===== src/psmc_pkg.sv =====
package psmc_pkg;
	// ----------------------------------------
	// bus geometry
	// ----------------------------------------
	localparam int ADDR_W = 8;
	localparam int DATA_W = 16;
	// register offsets
	localparam logic [7:0] OFF_RESET_CTRL = 8'h00;
	localparam logic [7:0] OFF_CLK_DIV = 8'h04;
	localparam logic [7:0] OFF_OSC_CTRL = 8'h08;
	localparam logic [7:0] OFF_TIMER1_CTRL = 8'h0c;
	localparam logic [7:0] OFF_STATUS = 8'h10;
	// ----------------------------------------
	// field positions
	// ----------------------------------------
	localparam int BIT_CORE_KEEP = 8;
	localparam int BIT_FLASH_KEEP = 11;
	localparam int BIT_ROI = 15;
	localparam int BIT_DOZE_EN = 11;
	localparam int POS_DOZE_RATIO = 12;
	localparam int POS_NEW_OSC = 8;
	localparam int BIT_TIMER_STOP = 13;
	localparam int POS_STATUS_DOZE = 4;
	// reset values
	localparam logic RST_KEEP_ON = 1'b0;
	localparam logic RST_ROI = 1'b0;
	localparam logic RST_DOZE_EN = 1'b0;
	localparam logic [2:0] RST_DOZE_RATIO = 3'h0;
	localparam logic [2:0] RST_NEW_OSC = 3'h0;
	localparam logic RST_TIMER_STOP = 1'b0;
	// power save operand codes
	localparam logic MODE_SLEEP = 1'b0;
	localparam logic MODE_IDLE = 1'b1;
	// ----------------------------------------
	// timing, in clock cycles
	// ----------------------------------------
	localparam int WAKE_MIN_CYC = 2;
	localparam int WAKE_MAX_CYC = 4;
	localparam int WAKE_CYC = (WAKE_MIN_CYC + WAKE_MAX_CYC) / 2;
	// controller states
	typedef enum logic [3:0] {
		ST_RUN = 4'b0001,
		ST_SLEEP = 4'b0010,
		ST_IDLE = 4'b0100,
		ST_WAKE = 4'b1000
	} psmc_state_t;
endpackage : psmc_pkg


===== src/psmc_ctrl.sv =====
`timescale 1ns/100ps
// Notes on behaviour
// - power save instruction enters sleep or idle
// - sleep stops system clock and execution
// - idle stops cpu, system clock runs
// - wake on interrupt, watchdog timeout, reset
// - clock fail monitor off in sleep
// - sleep keeps rc osc if watchdog on
// - clear watchdog just before sleep if watchdog on
// - clear watchdog on idle entry
// - system clocked peripherals stop in sleep
// - sleep wake resumes previous clock source
// - regulator keep bits select sleep standby
// - idle keeps rc osc for watchdog/monitor
// - idle wake resumes after 2-4 cycles
// - per-peripheral stop in idle bit; here only timer1 has one (timerHalt)
// - coincident interrupt waits until entry done
// - doze divides only cpu clock
// - doze active while enable bit set
// - three bit ratio, 1:1 to 1:128
// - return on interrupt ends doze
// - new oscillator write unless locked
module psmc_ctrl (
	input wire logic clock,
	input wire logic rst,
	input wire logic [psmc_pkg::ADDR_W-1:0] addr,
	input wire logic [psmc_pkg::DATA_W-1:0] wrData,
	input wire logic wrStrobe,
	input wire logic rdStrobe,
	output logic [psmc_pkg::DATA_W-1:0] rdData,
	input wire logic powerSaveInstr,
	input wire logic powerSaveMode,
	input wire logic irqPending,
	input wire logic wdtTimeout,
	input wire logic wdtEnabled,
	input wire logic fscmEnabled,
	input wire logic clkCfgLocked,
	input wire logic [2:0] activeOscSel,
	output logic cpuClkEn,
	output logic irqServiceEn,
	output logic sysOscRun,
	output logic periphClkEn,
	output logic periphIdle,
	output logic timerHalt,
	output logic fscmActive,
	output logic lprcRun,
	output logic wdtClear,
	output logic coreRegStandby,
	output logic flashRegStandby,
	output logic dozeActive,
	output logic [2:0] newOscSelect,
	output logic newOscReq,
	output logic [2:0] restartOscSel
);
	import psmc_pkg::*;

	// ----------------------------------------
	// registers and state
	// ----------------------------------------
	psmc_state_t state_reg; // controller state
	psmc_state_t state_next; // next state
	logic coreKeep_reg; // core regulator keep on
	logic flashKeep_reg; // flash regulator keep on
	logic roi_reg; // return on interrupt
	logic dozeEn_reg; // cpu slowdown enable
	logic [2:0] dozeRatio_reg; // doze ratio code
	logic [2:0] newOsc_reg; // requested oscillator
	logic newOscReq_reg; // request pulse
	logic timerStop_reg; // timer stop in halt
	logic [2:0] restartOsc_reg; // source kept over sleep
	logic [DATA_W-1:0] rdData_reg; // read answer
	logic inRun; // state decodes
	logic inSleep;
	logic inIdle;
	logic inWake;
	logic wakeEvent; // interrupt or time-out wake cause
	logic enterSleep; // instruction decodes
	logic enterIdle;
	logic dozeTick; // cpu enable from divider
	logic wakeLast; // last wake delay cycle
	logic roiExit; // interrupt ends doze
	logic wrClkDiv; // write decodes
	logic wrOsc;

	assign inRun = (state_reg == ST_RUN);
	assign inSleep = (state_reg == ST_SLEEP);
	assign inIdle = (state_reg == ST_IDLE);
	assign inWake = (state_reg == ST_WAKE);
	assign wrClkDiv = wrStrobe && (addr == OFF_CLK_DIV);
	assign wrOsc = wrStrobe && (addr == OFF_OSC_CTRL);

	// ----------------------------------------
	// power save state machine
	// ----------------------------------------
	// instruction only acts while the cpu runs
	assign enterSleep = inRun && powerSaveInstr
		&& (powerSaveMode == MODE_SLEEP);
	assign enterIdle = inRun && powerSaveInstr
		&& (powerSaveMode == MODE_IDLE);
	// interrupt or time-out is looked at in every cycle of the mode
	assign wakeEvent = irqPending || wdtTimeout;

	// next state
	always_comb begin
		state_next = state_reg;
		unique case (state_reg)
			ST_RUN: begin
				if (enterSleep) begin
					state_next = ST_SLEEP;
				end else if (enterIdle) begin
					state_next = ST_IDLE;
				end
			end
			ST_SLEEP, ST_IDLE: begin
				if (wakeEvent) begin
					state_next = ST_WAKE;
				end
			end
			ST_WAKE: begin
				if (wakeLast) begin
					state_next = ST_RUN;
				end
			end
			default: begin
				state_next = ST_RUN;
			end
		endcase
	end

	// state register; reset itself is a wake
	always_ff @(posedge clock or posedge rst) begin
		if (rst) begin
			state_reg <= ST_RUN;
		end else begin
			state_reg <= state_next;
		end
	end

	// delay before cpu clock is reapplied
	psmc_wake_timer #(
		.CYCLES(WAKE_CYC)
	) u_wake (
		.clock(clock),
		.rst(rst),
		.start((inSleep || inIdle) && wakeEvent),
		.last(wakeLast)
	);

	// ----------------------------------------
	// doze divider
	// ----------------------------------------
	assign dozeActive = dozeEn_reg;
	psmc_doze_div #(
		.RATIO_W(3)
	) u_doze (
		.clock(clock),
		.rst(rst),
		.dozeOn(dozeEn_reg),
		.ratio(dozeRatio_reg),
		.tick(dozeTick)
	);
	// interrupt brings back full speed
	assign roiExit = inRun && roi_reg && dozeEn_reg && irqPending;

	// ----------------------------------------
	// clock and power outputs
	// ----------------------------------------
	// cpu runs only in run state, at doze rate
	assign cpuClkEn = inRun && dozeTick;
	assign irqServiceEn = inRun;
	// system source off in sleep only
	assign sysOscRun = !inSleep;
	// peripheral clock never divided by doze
	assign periphClkEn = !inSleep;
	assign periphIdle = inIdle;
	assign timerHalt = inIdle && timerStop_reg;
	assign fscmActive = fscmEnabled && !inSleep;
	// rc oscillator need by mode
	always_comb begin
		if (inSleep) begin
			lprcRun = wdtEnabled;
		end else begin
			lprcRun = wdtEnabled || fscmEnabled;
		end
	end
	// watchdog clear in the entry cycle
	assign wdtClear = (enterSleep && wdtEnabled) || enterIdle;
	// standby unless the keep bit is set
	assign coreRegStandby = inSleep && !coreKeep_reg;
	assign flashRegStandby = inSleep && !flashKeep_reg;
	assign newOscSelect = newOsc_reg;
	assign newOscReq = newOscReq_reg;
	assign restartOscSel = restartOsc_reg;
	assign rdData = rdData_reg;

	// source held from sleep entry to wake
	always_ff @(posedge clock or posedge rst) begin
		if (rst) begin
			restartOsc_reg <= RST_NEW_OSC;
		end else if (inRun) begin
			restartOsc_reg <= activeOscSel;
		end
	end

	// ----------------------------------------
	// register writes
	// ----------------------------------------
	// reset control: regulator keep bits
	always_ff @(posedge clock or posedge rst) begin
		if (rst) begin
			coreKeep_reg <= RST_KEEP_ON;
			flashKeep_reg <= RST_KEEP_ON;
		end else if (wrStrobe && (addr == OFF_RESET_CTRL)) begin
			coreKeep_reg <= wrData[BIT_CORE_KEEP];
			flashKeep_reg <= wrData[BIT_FLASH_KEEP];
		end
	end

	// clock divider; a write beats the hardware clear
	always_ff @(posedge clock or posedge rst) begin
		if (rst) begin
			roi_reg <= RST_ROI;
			dozeEn_reg <= RST_DOZE_EN;
			dozeRatio_reg <= RST_DOZE_RATIO;
		end else if (wrClkDiv) begin
			roi_reg <= wrData[BIT_ROI];
			dozeEn_reg <= wrData[BIT_DOZE_EN];
			dozeRatio_reg <= wrData[POS_DOZE_RATIO +: 3];
		end else if (roiExit) begin
			dozeEn_reg <= 1'b0;
		end
	end

	// oscillator control, ignored when locked
	always_ff @(posedge clock or posedge rst) begin
		if (rst) begin
			newOsc_reg <= RST_NEW_OSC;
			newOscReq_reg <= 1'b0;
		end else begin
			newOscReq_reg <= wrOsc && !clkCfgLocked;
			if (wrOsc && !clkCfgLocked) begin
				newOsc_reg <= wrData[POS_NEW_OSC +: 3];
			end
		end
	end

	// timer control: stop in halt bit
	always_ff @(posedge clock or posedge rst) begin
		if (rst) begin
			timerStop_reg <= RST_TIMER_STOP;
		end else if (wrStrobe && (addr == OFF_TIMER1_CTRL)) begin
			timerStop_reg <= wrData[BIT_TIMER_STOP];
		end
	end

	// ----------------------------------------
	// register reads, one cycle later
	// ----------------------------------------
	always_ff @(posedge clock or posedge rst) begin
		if (rst) begin
			rdData_reg <= '0;
		end else if (rdStrobe) begin
			rdData_reg <= '0;
			unique case (addr)
				OFF_RESET_CTRL: begin
					rdData_reg[BIT_CORE_KEEP] <= coreKeep_reg;
					rdData_reg[BIT_FLASH_KEEP] <= flashKeep_reg;
				end
				OFF_CLK_DIV: begin
					rdData_reg[BIT_ROI] <= roi_reg;
					rdData_reg[BIT_DOZE_EN] <= dozeEn_reg;
					rdData_reg[POS_DOZE_RATIO +: 3] <= dozeRatio_reg;
				end
				OFF_OSC_CTRL: begin
					rdData_reg[POS_NEW_OSC +: 3] <= newOsc_reg;
				end
				OFF_TIMER1_CTRL: begin
					rdData_reg[BIT_TIMER_STOP] <= timerStop_reg;
				end
				OFF_STATUS: begin
					rdData_reg[3:0] <= state_reg;
					rdData_reg[POS_STATUS_DOZE] <= dozeEn_reg;
				end
				default: begin
					rdData_reg <= '0; // unmapped reads zero
				end
			endcase
		end
	end

	// ----------------------------------------
	// assertions
	// ----------------------------------------
	property p_enter;
		@(posedge clock) disable iff (rst)
		enterSleep |=> inSleep;
	endproperty
	a_enter: assert property (p_enter) else $error("no sleep entry");

	property p_sleep_clk;
		@(posedge clock) disable iff (rst)
		inSleep |-> !sysOscRun && !cpuClkEn && !periphClkEn;
	endproperty
	a_sleep_clk: assert property (p_sleep_clk) else $error("clock in sleep");

	property p_idle_clk;
		@(posedge clock) disable iff (rst)
		inIdle |-> sysOscRun && periphClkEn && !cpuClkEn;
	endproperty
	a_idle_clk: assert property (p_idle_clk) else $error("idle clocks");

	property p_wake;
		@(posedge clock) disable iff (rst)
		(inSleep || inIdle) && wdtTimeout |=> inWake;
	endproperty
	a_wake: assert property (p_wake) else $error("missed wake");

	property p_clock_fail_monitor;
		@(posedge clock) disable iff (rst)
		inSleep |-> !fscmActive && (lprcRun == wdtEnabled);
	endproperty
	a_clock_fail_monitor: assert property (p_clock_fail_monitor) else $error("sleep osc");

	property p_wdt_sleep;
		@(posedge clock) disable iff (rst)
		$rose(inSleep) && $past(wdtEnabled) |-> $past(wdtClear);
	endproperty
	a_wdt_sleep: assert property (p_wdt_sleep) else $error("wdt sleep");

	property p_wdt_idle;
		@(posedge clock) disable iff (rst)
		$rose(inIdle) |-> $past(wdtClear);
	endproperty
	a_wdt_idle: assert property (p_wdt_idle) else $error("wdt idle");

	property p_wake_time;
		@(posedge clock) disable iff (rst)
		$rose(inWake) |-> (!cpuClkEn)[*3] ##1 inRun;
	endproperty
	a_wake_time: assert property (p_wake_time) else $error("wake delay");

	property p_reg;
		@(posedge clock) disable iff (rst)
		inSleep |-> (coreRegStandby != coreKeep_reg)
			&& (flashRegStandby != flashKeep_reg);
	endproperty
	a_reg: assert property (p_reg) else $error("regulator");

	property p_roi;
		@(posedge clock) disable iff (rst)
		roiExit && !wrClkDiv |=> !dozeActive;
	endproperty
	a_roi: assert property (p_roi) else $error("roi exit");

	property p_lock;
		@(posedge clock) disable iff (rst)
		wrOsc && clkCfgLocked |=> $stable(newOscSelect) && !newOscReq;
	endproperty
	a_lock: assert property (p_lock) else $error("locked write");

	c_sleep: cover property (@(posedge clock) disable iff (rst)
		inSleep ##1 inWake);
	c_idle: cover property (@(posedge clock) disable iff (rst)
		inIdle ##1 inWake);
	c_roi: cover property (@(posedge clock) disable iff (rst) roiExit);
	c_doze: cover property (@(posedge clock) disable iff (rst)
		dozeActive && inRun && !cpuClkEn);
endmodule : psmc_ctrl


===== src/psmc_doze_div.sv =====
`timescale 1ns/100ps
module psmc_doze_div #(
	parameter int RATIO_W = 3
) (
	input wire logic clock,
	input wire logic rst,
	input wire logic dozeOn,
	input wire logic [RATIO_W-1:0] ratio,
	output logic tick
);
	localparam int CNT_W = (1 << RATIO_W) - 1;
	logic [CNT_W-1:0] cnt_reg; // free count while dozing
	logic [CNT_W-1:0] mask; // low ratio bits set
	// ----------------------------------------
	// divisor mask, two to the power of ratio
	// ----------------------------------------
	always_comb begin
		for (int i = 0; i < CNT_W; i++) begin
			mask[i] = (i < int'(ratio));
		end
	end
	// counter restarts whenever doze is off
	always_ff @(posedge clock or posedge rst) begin
		if (rst) begin
			cnt_reg <= '0;
		end else if (!dozeOn) begin
			cnt_reg <= '0;
		end else begin
			cnt_reg <= cnt_reg + 1'b1;
		end
	end
	// full rate when off, else one pulse per period
	assign tick = !dozeOn || ((cnt_reg & mask) == mask);
endmodule : psmc_doze_div


===== src/psmc_wake_timer.sv =====
`timescale 1ns/100ps
module psmc_wake_timer #(
	parameter int CYCLES = 3
) (
	input wire logic clock,
	input wire logic rst,
	input wire logic start,
	output logic last
);
	logic [3:0] cnt_reg; // cycles left
	// load on start, count down to zero
	always_ff @(posedge clock or posedge rst) begin
		if (rst) begin
			cnt_reg <= 4'h0;
		end else if (start) begin
			cnt_reg <= 4'(CYCLES);
		end else if (cnt_reg != 4'h0) begin
			cnt_reg <= cnt_reg - 4'h1;
		end
	end
	// final cycle of the delay
	assign last = (cnt_reg == 4'h1);
endmodule : psmc_wake_timer


===== config.mk =====
export PLATFORM = sky130hd
export DESIGN_NAME = psmc_ctrl
export DESIGN_NICKNAME = d
export VERILOG_FILES = /design/src/psmc_pkg.sv /design/src/psmc_ctrl.sv /design/src/psmc_doze_div.sv /design/src/psmc_wake_timer.sv
export SDC_FILE = /design/constraint.sdc
export NUM_CORES = 1
export LEC_CHECK = 0
export BUFFER_PORTS_ARGS = -buffer_cell sky130_fd_sc_hd__buf_2
export CAP_MARGIN = 5
export CORE_UTILIZATION = 54
export DETAILED_ROUTE_END_ITERATION = 7
export PLACE_DENSITY = 0.85
export SYNTH_ARGS = -nofsm -noshare
export SYNTH_HDL_FRONTEND = slang
export SYNTH_SLANG_ARGS = --single-unit

===== constraint.sdc =====
create_clock -name clock -period 3.7 [get_ports clock]
set_input_delay 0.555 -clock clock [delete_from_list [all_inputs] [get_ports clock]]
set_output_delay 0.555 -clock clock [all_outputs]
set_load 0.02 [all_outputs]

Word-level counts from Yosys, hierarchy flattened
Cells that the tools add are included.
{ "totals": {"word_cells": 89, "register_bits": 43, "output_inout_bits": 35} }
{ "classes": {"eq_ne": 13, "mux": 18, "n_lt_le_gt_ge": 7, "bitwise": 2, "reduce_logical": 34, "addsub": 2} }
{ "op_table": {"columns": ["cell", "count"], "rows": [
  ["2-to-1 mux 4 bit", 6],
  ["logical AND 1 bit", 18],
  ["== test 8 x 4 -> 1 bit (second input constant)", 2],
  ["one-hot mux 4 bit (3 select lines)", 1],
  ["less-than comparator 3 bit (first input constant)", 3],
  ["== test 4 x 1 -> 1 bit (second input constant)", 2],
  ["== test 8 x 3 -> 1 bit (second input constant)", 1],
  ["== test 8 x 5 -> 1 bit (second input constant)", 1],
  ["logical NOT 8 bit", 1],
  ["adder 7 x 1 -> 7 bit (second input constant)", 1],
  ["bitwise AND 7 bit", 1],
  ["== test 7 bit", 1],
  ["2-to-1 mux 7 bit", 1],
  ["less-than comparator 1 x 3 -> 1 bit (first input constant)", 2],
  ["less-than comparator 2 x 3 -> 1 bit (first input constant)", 2],
  ["one-hot mux 1 bit (2 select lines)", 3],
  ["logical NOT 1 bit", 5],
  ["logical OR 1 bit", 5],
  ["2-to-1 mux 5 bit", 1],
  ["== test 4 x 2 -> 1 bit (second input constant)", 1],
  ["== test 4 x 3 -> 1 bit (second input constant)", 1],
  ["== test 4 bit (second input constant)", 1],
  ["2-to-1 mux 1 bit", 4],
  ["2-to-1 mux 2 bit", 2],
  ["9 further kinds", 10]
]} }

Logic depth before layout (Yosys ltp)
Gate-level depths: netlist of the first run.
{ "logic_depth": {"depth_word": 6, "depth_mapped": 6} }

Cells and area by module
Synthesis of the first run repeated with hierarchy kept, for this count alone.
{ "unflattened": {"hier_cells": 182, "area_unflattened_um2": 2107.0} }
{ "modules_own_cells": {"columns": ["mod", "cells_each", "area_each_um2", "seq_area_each_um2", "instances"], "rows": [
  ["psmc_ctrl", 122, 1497.7, 802.0, 1],
  ["psmc_doze_div", 36, 357.8, 175.2, 1],
  ["psmc_wake_timer", 24, 251.5, 100.1, 1]
]} }

Worst setup path after synthesis of the first run
OpenSTA, ideal clock, no wires.
{ "synth_timing": {"path_kind": "reg2out", "start": "reg state_reg[1]", "end": "out cpuClkEn", "slack_ns": 1.030, "arrival_time_ns": 2.115, "stages_incl_launch_ff": 4, "n_path_buf": 1, "path_cell_list": "dfrtp_1 buf_2 nor4b_2 nor4b_1"} }
{ "synth_between": {"elab_chain_cells": 2} }
{ "synth_lines": {"columns": ["element", "line", "rtl"], "rows": [
  ["from (decl)", "psmc_ctrl.sv:60", "psmc_state_t state_reg;"],
  ["from (signal assigned)", "psmc_ctrl.sv:135", "state_reg <= state_next;"],
  ["== test 4 x 1 -> 1 bit", "psmc_ctrl.sv:85", "assign inRun = (state_reg == ST_RUN);"],
  ["named net irqServiceEn", "psmc_ctrl.sv:40", "output logic irqServiceEn,"],
  ["logical AND 1 bit", "psmc_ctrl.sv:169", "assign cpuClkEn = inRun && dozeTick;"],
  ["to (decl)", "psmc_ctrl.sv:39", "output logic cpuClkEn,"]
]} }
The timed path passes the listed nets, and every way through them passes these cells.

Worst setup path after layout of the first run
{ "layout_timing": {"start": "reg state_reg[2]", "end": "out lprcRun"} }
{ "layout_between": {"elab_chain_cells": 2} }
{ "layout_lines": {"columns": ["element", "line", "rtl"], "rows": [
  ["== test 4 x 2 -> 1 bit", "psmc_ctrl.sv:86", "assign inSleep = (state_reg == ST_SLEEP);"],
  ["2-to-1 mux 1 bit", "psmc_ctrl.sv:180", "if (inSleep) begin"],
  ["to (decl)", "psmc_ctrl.sv:46", "output logic lprcRun,"]
]} }
No other way between the ends.

==> flow_summary.yaml, run 1 <==
run_status:
  status: "finished, final reports clean"
power_and_ir_drop:
  swShare_pct: 35.7
  seqPwrFrac_pct: 47.5
  comb_power_share_pct: 32.3
  irDropWorstVdd_mv: 0.391
  p_sw_w: 0.000497
  power_density_nw_per_um2: 544
  p_int_w: 0.000895
  p_leak_nw: 1.28
  pwr-share-clk_pct: 20.2
critical_path:
  r2r-start: "state_reg[2]"
  worstPathRequired_ns: 3.14
  critPathLaunchType: "flop"
  critical-path-max-stage-delay_ns: 0.66
  r2r-end: "state_reg[2]"
  arrival_ns: 2.08
  crit_chain: "or4b_1 > and2_1 > or2_2 > buf_2"
  crit_fanout: 9
  cp_slowest_cell: "or4b_1"
  critPathKind: "flop to output pin"
  r2r_cells: 4
  r2r_slack_ns: 2.19
  endpoint_kind: "output pin"
clock_tree:
  clk_pin_slew_worst_paths_ns: 0.07
  cts_tree: "done"
  cts_resized: 0
  cts-root-buf: "clkbuf_8"
  holdBufCountCts: 0
  cts.sink_count: 43
  postCtsSetupBuffers: 0
  clock_latency_ns: 0.30
  cts_buffer_depth: 2
  numCtsBuffers: 5
  h-tree-depth: 2
sta:
  fin_skew_ns: 0.00633
  tightest_slew_ns: 0.979
  period_minus_slack_ns: 2.63
  drv_slew: 0
  setup-tns-final_ns: 0
  finalSetupViolations: 0
  slew_headroom_pct: 34.7
  hold_viol: 0
  fmax_mhz: 380
  finalCritPeriodShare_pct: 71.2
  setup_slack_ns: 1.07
  worst_hold_slack_ns: 0.424
  grt_setup_unrepaired: "false"
die:
  io_pins: 73
  die_area_um2: 4240
  start_util_pct: 57.5
  die_x_um: 65.1
  coreArea_um2: 3740
  rows: 22
  die-height_um: 65.1
yosys:
  ys_ff_latch: 43
  ys_seq_area_share_pct: 50.1
  synth.area.top_cells: "dfrtp_1 (49%), mux2_2 (6.3%), mux2_4 (3.5%)"
  synth_compound_area_share_pct: 7.27
  syn_avg_cell_area_um2: 10.4
  synthAdderAreaFrac_pct: 2.33
  synth_xor_xnor_area_share_pct: 2.44
  synthMuxAreaShare_pct: 11.6
  synth_largest_area_cell: "dfrtp_1"
  ys_warn_count: 0
  synth_top_family_by_area: "simple AND/OR/NAND/NOR gates"
  yosysUniqueCellTypes: 43
  synth_cells: 206
  synth_area_um2: 2150
  synth_top_area_share_pct: 48.8
  synthSimpleGateAreaFrac_pct: 20.7
min_path:
  hp-class: "input pin to flop"
  min_from: "clkCfgLocked"
  holdPathStages: 2
  min_to: "newOscReq"
detailed_routing:
  via_per_inst: 5.25
  antenna_left: 0
  drc: 0
  wl_per_cell_um: 13.3
  dr.first_iter.drc_count: 75
  wl_um: 4210
  via_count: 1659
  dr.pass1.iters: 4
place:
  gp_congestion: 0.792
  dp_hpwl_um: 3180
  portBuffers: 61
  pre_cts_ws_ns: 1.38
  dp_cells: 308
cells_and_area:
  area_growth_pct: 19.0
  largest_reg_flops: 13
  n_fill_cell: 302
  seqCellArea_um2: 1080
  multi_input_area_um2: 966
  drive_above_1_share_pct: 34.3
  n_antenna_cell: 0
  fin_cells: 316
  num-nets-final: 309
global_routing:
  grt_max_degree: 29
  grt_use_met1_pct: 29.6
  globalRouteOverflowTotal: 0
  top_usage_layer: "met2"
  grt_pass1_wl_um: 6980
  grtUsageMet3_pct: 4.86
  grt_antenna_before_repair: 0
  grt.total_usage_pct: 22.5
  met2_usage_pct: 34.8
  grt_pass1_vias: 1514
flow_run:
  maxCapViolations: 0
==> metrics by stage <==
step	utilization (%)	total power [W]	cell area, um2
CTS	68.4	0.00140	2560
global placement	66.2	0.00109	2480
floorplan	-	0.000970	2160
global route	68.4	0.00148	2560
finish	68.4	0.00139	2560
detailed placement	66.2	0.00112	2480
==> placed cells by master, fill, tap and decap left out, types with 2 or more instances in the layout <==
cell      synthesis  layout
mux2_2           12      12
inv_1            15      15
xor2_1            3       3
a21oi_1           4       4
or2_2             2       2
buf_4             4       2
clkbuf_8          0       5
o22ai_1           7       7
nor2b_1           3       3
ha_1              4       4
nand3_1           9       9
nor4_1            2       2
or3_1             3       3
and2_1            3       3
mux2_4            5       5
nor2_1           17      17
xnor2_1           3       3
clkbuf_1          4       3
nand2_1          19      19
dfrtp_1          42      42
nor4b_1           4       4
nand2b_1          3       3
buf_2             3      61
o21ai_0           7       7
mux2i_1           4       4
a31oi_1           2       2
conb_1            1       3
nor3_1            5       5
==> worst max path at each step <==
stage,slack (ns),cells past startpoint,from,endpoint
after detailed placement,1.38,4,state_reg[2],lprcRun
after global routing,0.97,4,state_reg[2],lprcRun
final,1.07,4,state_reg[2],lprcRun
after global placement,1.41,4,state_reg[2],lprcRun
after CTS,1.05,4,state_reg[2],lprcRun
after floorplan,1.03,3,state_reg[1],cpuClkEn
==> logic make-up (layout without fill, tap and decap cells) <==
logic type | count (synthesis) | count (layout)
and+or+nand+nor | 80 | 80
adders and majority gates | 4 | 4
xor gates and xnor gates | 6 | 6
AOI/OAI and AO/OA | 25 | 25
buffers and inverters | 26 | 86
other | 1 | 3
DFF | 43 | 43
muxes | 21 | 21
==> critical path: cells and delay by family (launching register included) <==
family	cells	cell delay, ns
buffers and inverters	1	0.16
DFF	1	0.49
and+or+nand+nor	3	1.14
==> metal layers <==
metal  part of all wire (%)  vias to the layer above
met3                    4.5                       10
met5                      0                        -
met1                     45                      772
met4                    2.6                        0
li1                       -                      827
met2                     48                       50
==> synth_stat cells <==
cell type / count
nand2_1: 19
or4b_1: 1
dfstp_2: 1
nand2_4: 1
nand3b_1: 1
a2bb2oi_1: 1
mux2_2: 12
nor3b_1: 1
buf_2: 3
xnor2_1: 3
nor4b_2: 1
or2_2: 2
clkbuf_1: 4
a21oi_1: 4
inv_1: 15
and3_1: 1
mux2_4: 5
o21ai_0: 7
nor4_4: 1
nand2b_1: 3
dfrtp_1: 42
conb_1: 1
nor4b_1: 4
a31oi_1: 2
or4_4: 1
or3_1: 3
xor2_1: 3
a32o_1: 1
nor4_1: 2
nand4_1: 1
buf_4: 4
nand4b_1: 1
nand3_1: 9
ha_1: 4
nor2_1: 17
o311a_1: 1
o2bb2ai_1: 1
o22ai_1: 7
o211ai_1: 1
nor2b_1: 3
nor3_1: 5
mux2i_1: 4
and2_1: 3
==> power groups by stage <==
stage,Clock (W),Sequential [W],Combinational (W)
3_3_place_gp,0,0.000661,0.000434
5_1_grt,0.000311,0.000675,0.000496
3_5_place_dp,0,0.000668,0.000448
2_1_floorplan,0,0.000660,0.000310
6_report,0.000281,0.000662,0.000450
4_1_cts,0.000287,0.000660,0.000453
==> final cells by class <==
class / count / area share [%]
Timing Repair Buffer: 63 / 12.5
Multi-Input combinational cell: 139 / 37.7
Inverter: 15 / 2.20
Sequential cell: 43 / 42.1
Tap cell: 48 / 2.35
Clock buffer: 8 / 3.13
(Power assumes the default switching activity.)
==> run 2, diff against run 1 <==
- CORE_UTILIZATION: 54 -> 45
- PLACE_DENSITY: 0.85 -> 0.76
- clock period: 3.7 -> 2.2 ns (I/O delays scaled with it)
==> run 2 against run 1 <==
Compared with the run above:
- critical path type unchanged
- clock power increased by 120%
- first-iteration DRC count increased by 21%
- flip-flop and latch count unchanged
- the flow now finishes with violations (design-rule violations)
- worst hold slack worse by 0.27 ns
- largest cell class unchanged
- highest routed layer unchanged
- critical path depth unchanged
- core utilization is 8.6 points lower
- die area rose by 19%
==> flow_summary.yaml, run 2 (synthesized netlist as in run 1, its figures left out) <==
critical_path:
  arrival_ns: 1.82
  worstPathRequired_ns: 1.87
  r2r_slack_ns: 0.66
  r2r-start: "state_reg[2]"
  endpoint_kind: "output pin"
  critPathLaunchType: "flop"
  r2r-end: "u_wake.cnt_reg[1]"
  r2r_cells: 5
  crit_fanout: 2
  critPathKind: "flop to output pin"
die:
  die_area_um2: 5060
  die-height_um: 71.2
  rows: 24
  coreArea_um2: 4470
  start_util_pct: 48.1
  io_pins: 73
  die_x_um: 71.2
clock_tree:
  h-tree-depth: 2
  cts_buffer_depth: 2
  numCtsBuffers: 5
  holdBufCountCts: 0
  cts.sink_count: 43
  cts_tree: "done"
  cts-root-buf: "clkbuf_8"
  clock_latency_ns: 0.29
  clk_pin_slew_worst_paths_ns: 0.08
cells_and_area:
  fin_area_um2: 2670
  area_growth_pct: 24.2
  largest_reg_flops: 13
  final_cell_mix: "buf_2 (61), dfrtp_1 (42), nand2_1 (19), nor2_1 (17), inv_1 (15)"
  final_common_cell: "buf_2"
  n_antenna_cell: 0
  num-nets-final: 316
  drive_above_1_share_pct: 37.8
place:
  portBuffers: 61
  gp_congestion: 0.828
  dp_hpwl_um: 3440
  dpl_cell_area_um2: 2540
  pre_cts_ws_ns: 0.220
detailed_routing:
  dr.first_iter.drc_count: 91
  drc: 3
  dr.pass1.iters: 7
  via_per_inst: 5.28
  antenna_left: 0
  wl_per_cell_um: 14.2
  wl_um: 4650
  via_count: 1728
power_and_ir_drop:
  power_density_nw_per_um2: 959
  irDropWorstVdd_mv: 0.516
  p_leak_nw: 1.35
sta:
  fin_skew_ns: 0.00661
  hold_viol: 0
  drv_slew: 0
  worst_hold_slack_ns: 0.150
  finalSetupViolations: 0
  setup-tns-final_ns: 0
  slew_headroom_pct: 62.5
  tightest_slew_ns: 0.555
  period_minus_slack_ns: 2.15
  fmax_mhz: 465
  setup_slack_ns: 0.0501
  grt_setup_unrepaired: "false"
  finalCritPeriodShare_pct: 97.7
global_routing:
  grt.total_usage_pct: 19.8
  grt_pass1_vias: 1657
  grt_antenna_before_repair: 0
  grt_pass1_wl_um: 7730
  grt_max_degree: 44
  globalRouteOverflowTotal: 0
min_path:
  hp-class: "input pin to asynchronous set/reset pin"
flow_run:
  maxCapViolations: 0
run_status:
  status: "finished with violations"
  violations: "design-rule violations"
## run 2: cell types whose count changed in the layout (fill, tap and decap cells not counted), sizes merged
cell    before  now
clkinv       0    1
bufinv       0    1
clkbuf       8    6
buf         63   70
## run 2: power breakdown
part	leakage, nW	switching (W)	internal, W	total [W]
registers	0.571	0.000141	0.000937	0.00108
logic	0.719	0.000459	0.000397	0.000855
clock network	0.0612	0.000263	0.000367	0.000631
total	1.35	0.000863	0.00170	0.00256
## run 2: metal layers
| metal | share of wire (%) | global-route usage, % | routed length, um | up-vias |
|---|---|---|---|---|
| met5 | 0 | 0 | 0 | - |
| met4 | 1.2 | 7.11 | 54 | 0 |
| met3 | 4.9 | 5.27 | 226 | 6 |
| met2 | 48 | 31.1 | 2230 | 55 |
| met1 | 46 | 26.5 | 2140 | 827 |
| li1 | - | - | - | 840 |
## run 2: through the flow
| stage | total power [W] | std cells | utilization (%) |
|---|---|---|---|
| final | 0.00256 | 327 | 59.8 |
| after global routing | 0.00272 | 327 | 59.8 |
| after CTS | 0.00258 | 327 | 59.8 |
| after detailed placement | 0.00192 | 317 | 56.7 |
| after global placement | 0.00189 | 317 | 56.7 |
| after floorplan | 0.00165 | 208 | - |
## run 2: worst max path at each step
| stage | startpoint | to | cells after the start |
|---|---|---|---|
| global placement | addr[2] | coreKeep_reg | 5 |
| CTS | state_reg[0] | lprcRun | 4 |
| global route | state_reg[0] | lprcRun | 4 |
| finish | state_reg[2] | lprcRun | 4 |
| detailed placement | addr[2] | flashKeep_reg | 5 |
| floorplan | state_reg[2] | lprcRun | 5 |
## run 2: cell type report
| type | count | area, um2 |
|---|---|---|
| Sequential cell | 43 | 1080 |
| Multi-Input combinational cell | 139 | 985 |
| Clock inverter | 2 | 35.0 |
| Timing Repair Buffer | 70 | 373 |
| Fill cell | 384 | 1800 |
| Clock buffer | 6 | 82.6 |
| Tap cell | 52 | 65.1 |
| Inverter | 15 | 56.3 |
## run 2: what timing repair did
item                       in CTS  in global routing
buffers inserted                2                  0
setup endpoints to repair       1                  0
resized for setup               1                  0
## run 2: worst max-delay path, cell delays in order (launching register included)
cell     delay, ns
dfrtp_1       0.39
or4b_4        0.53
and2_1        0.18
or2_2         0.26
buf_2         0.16
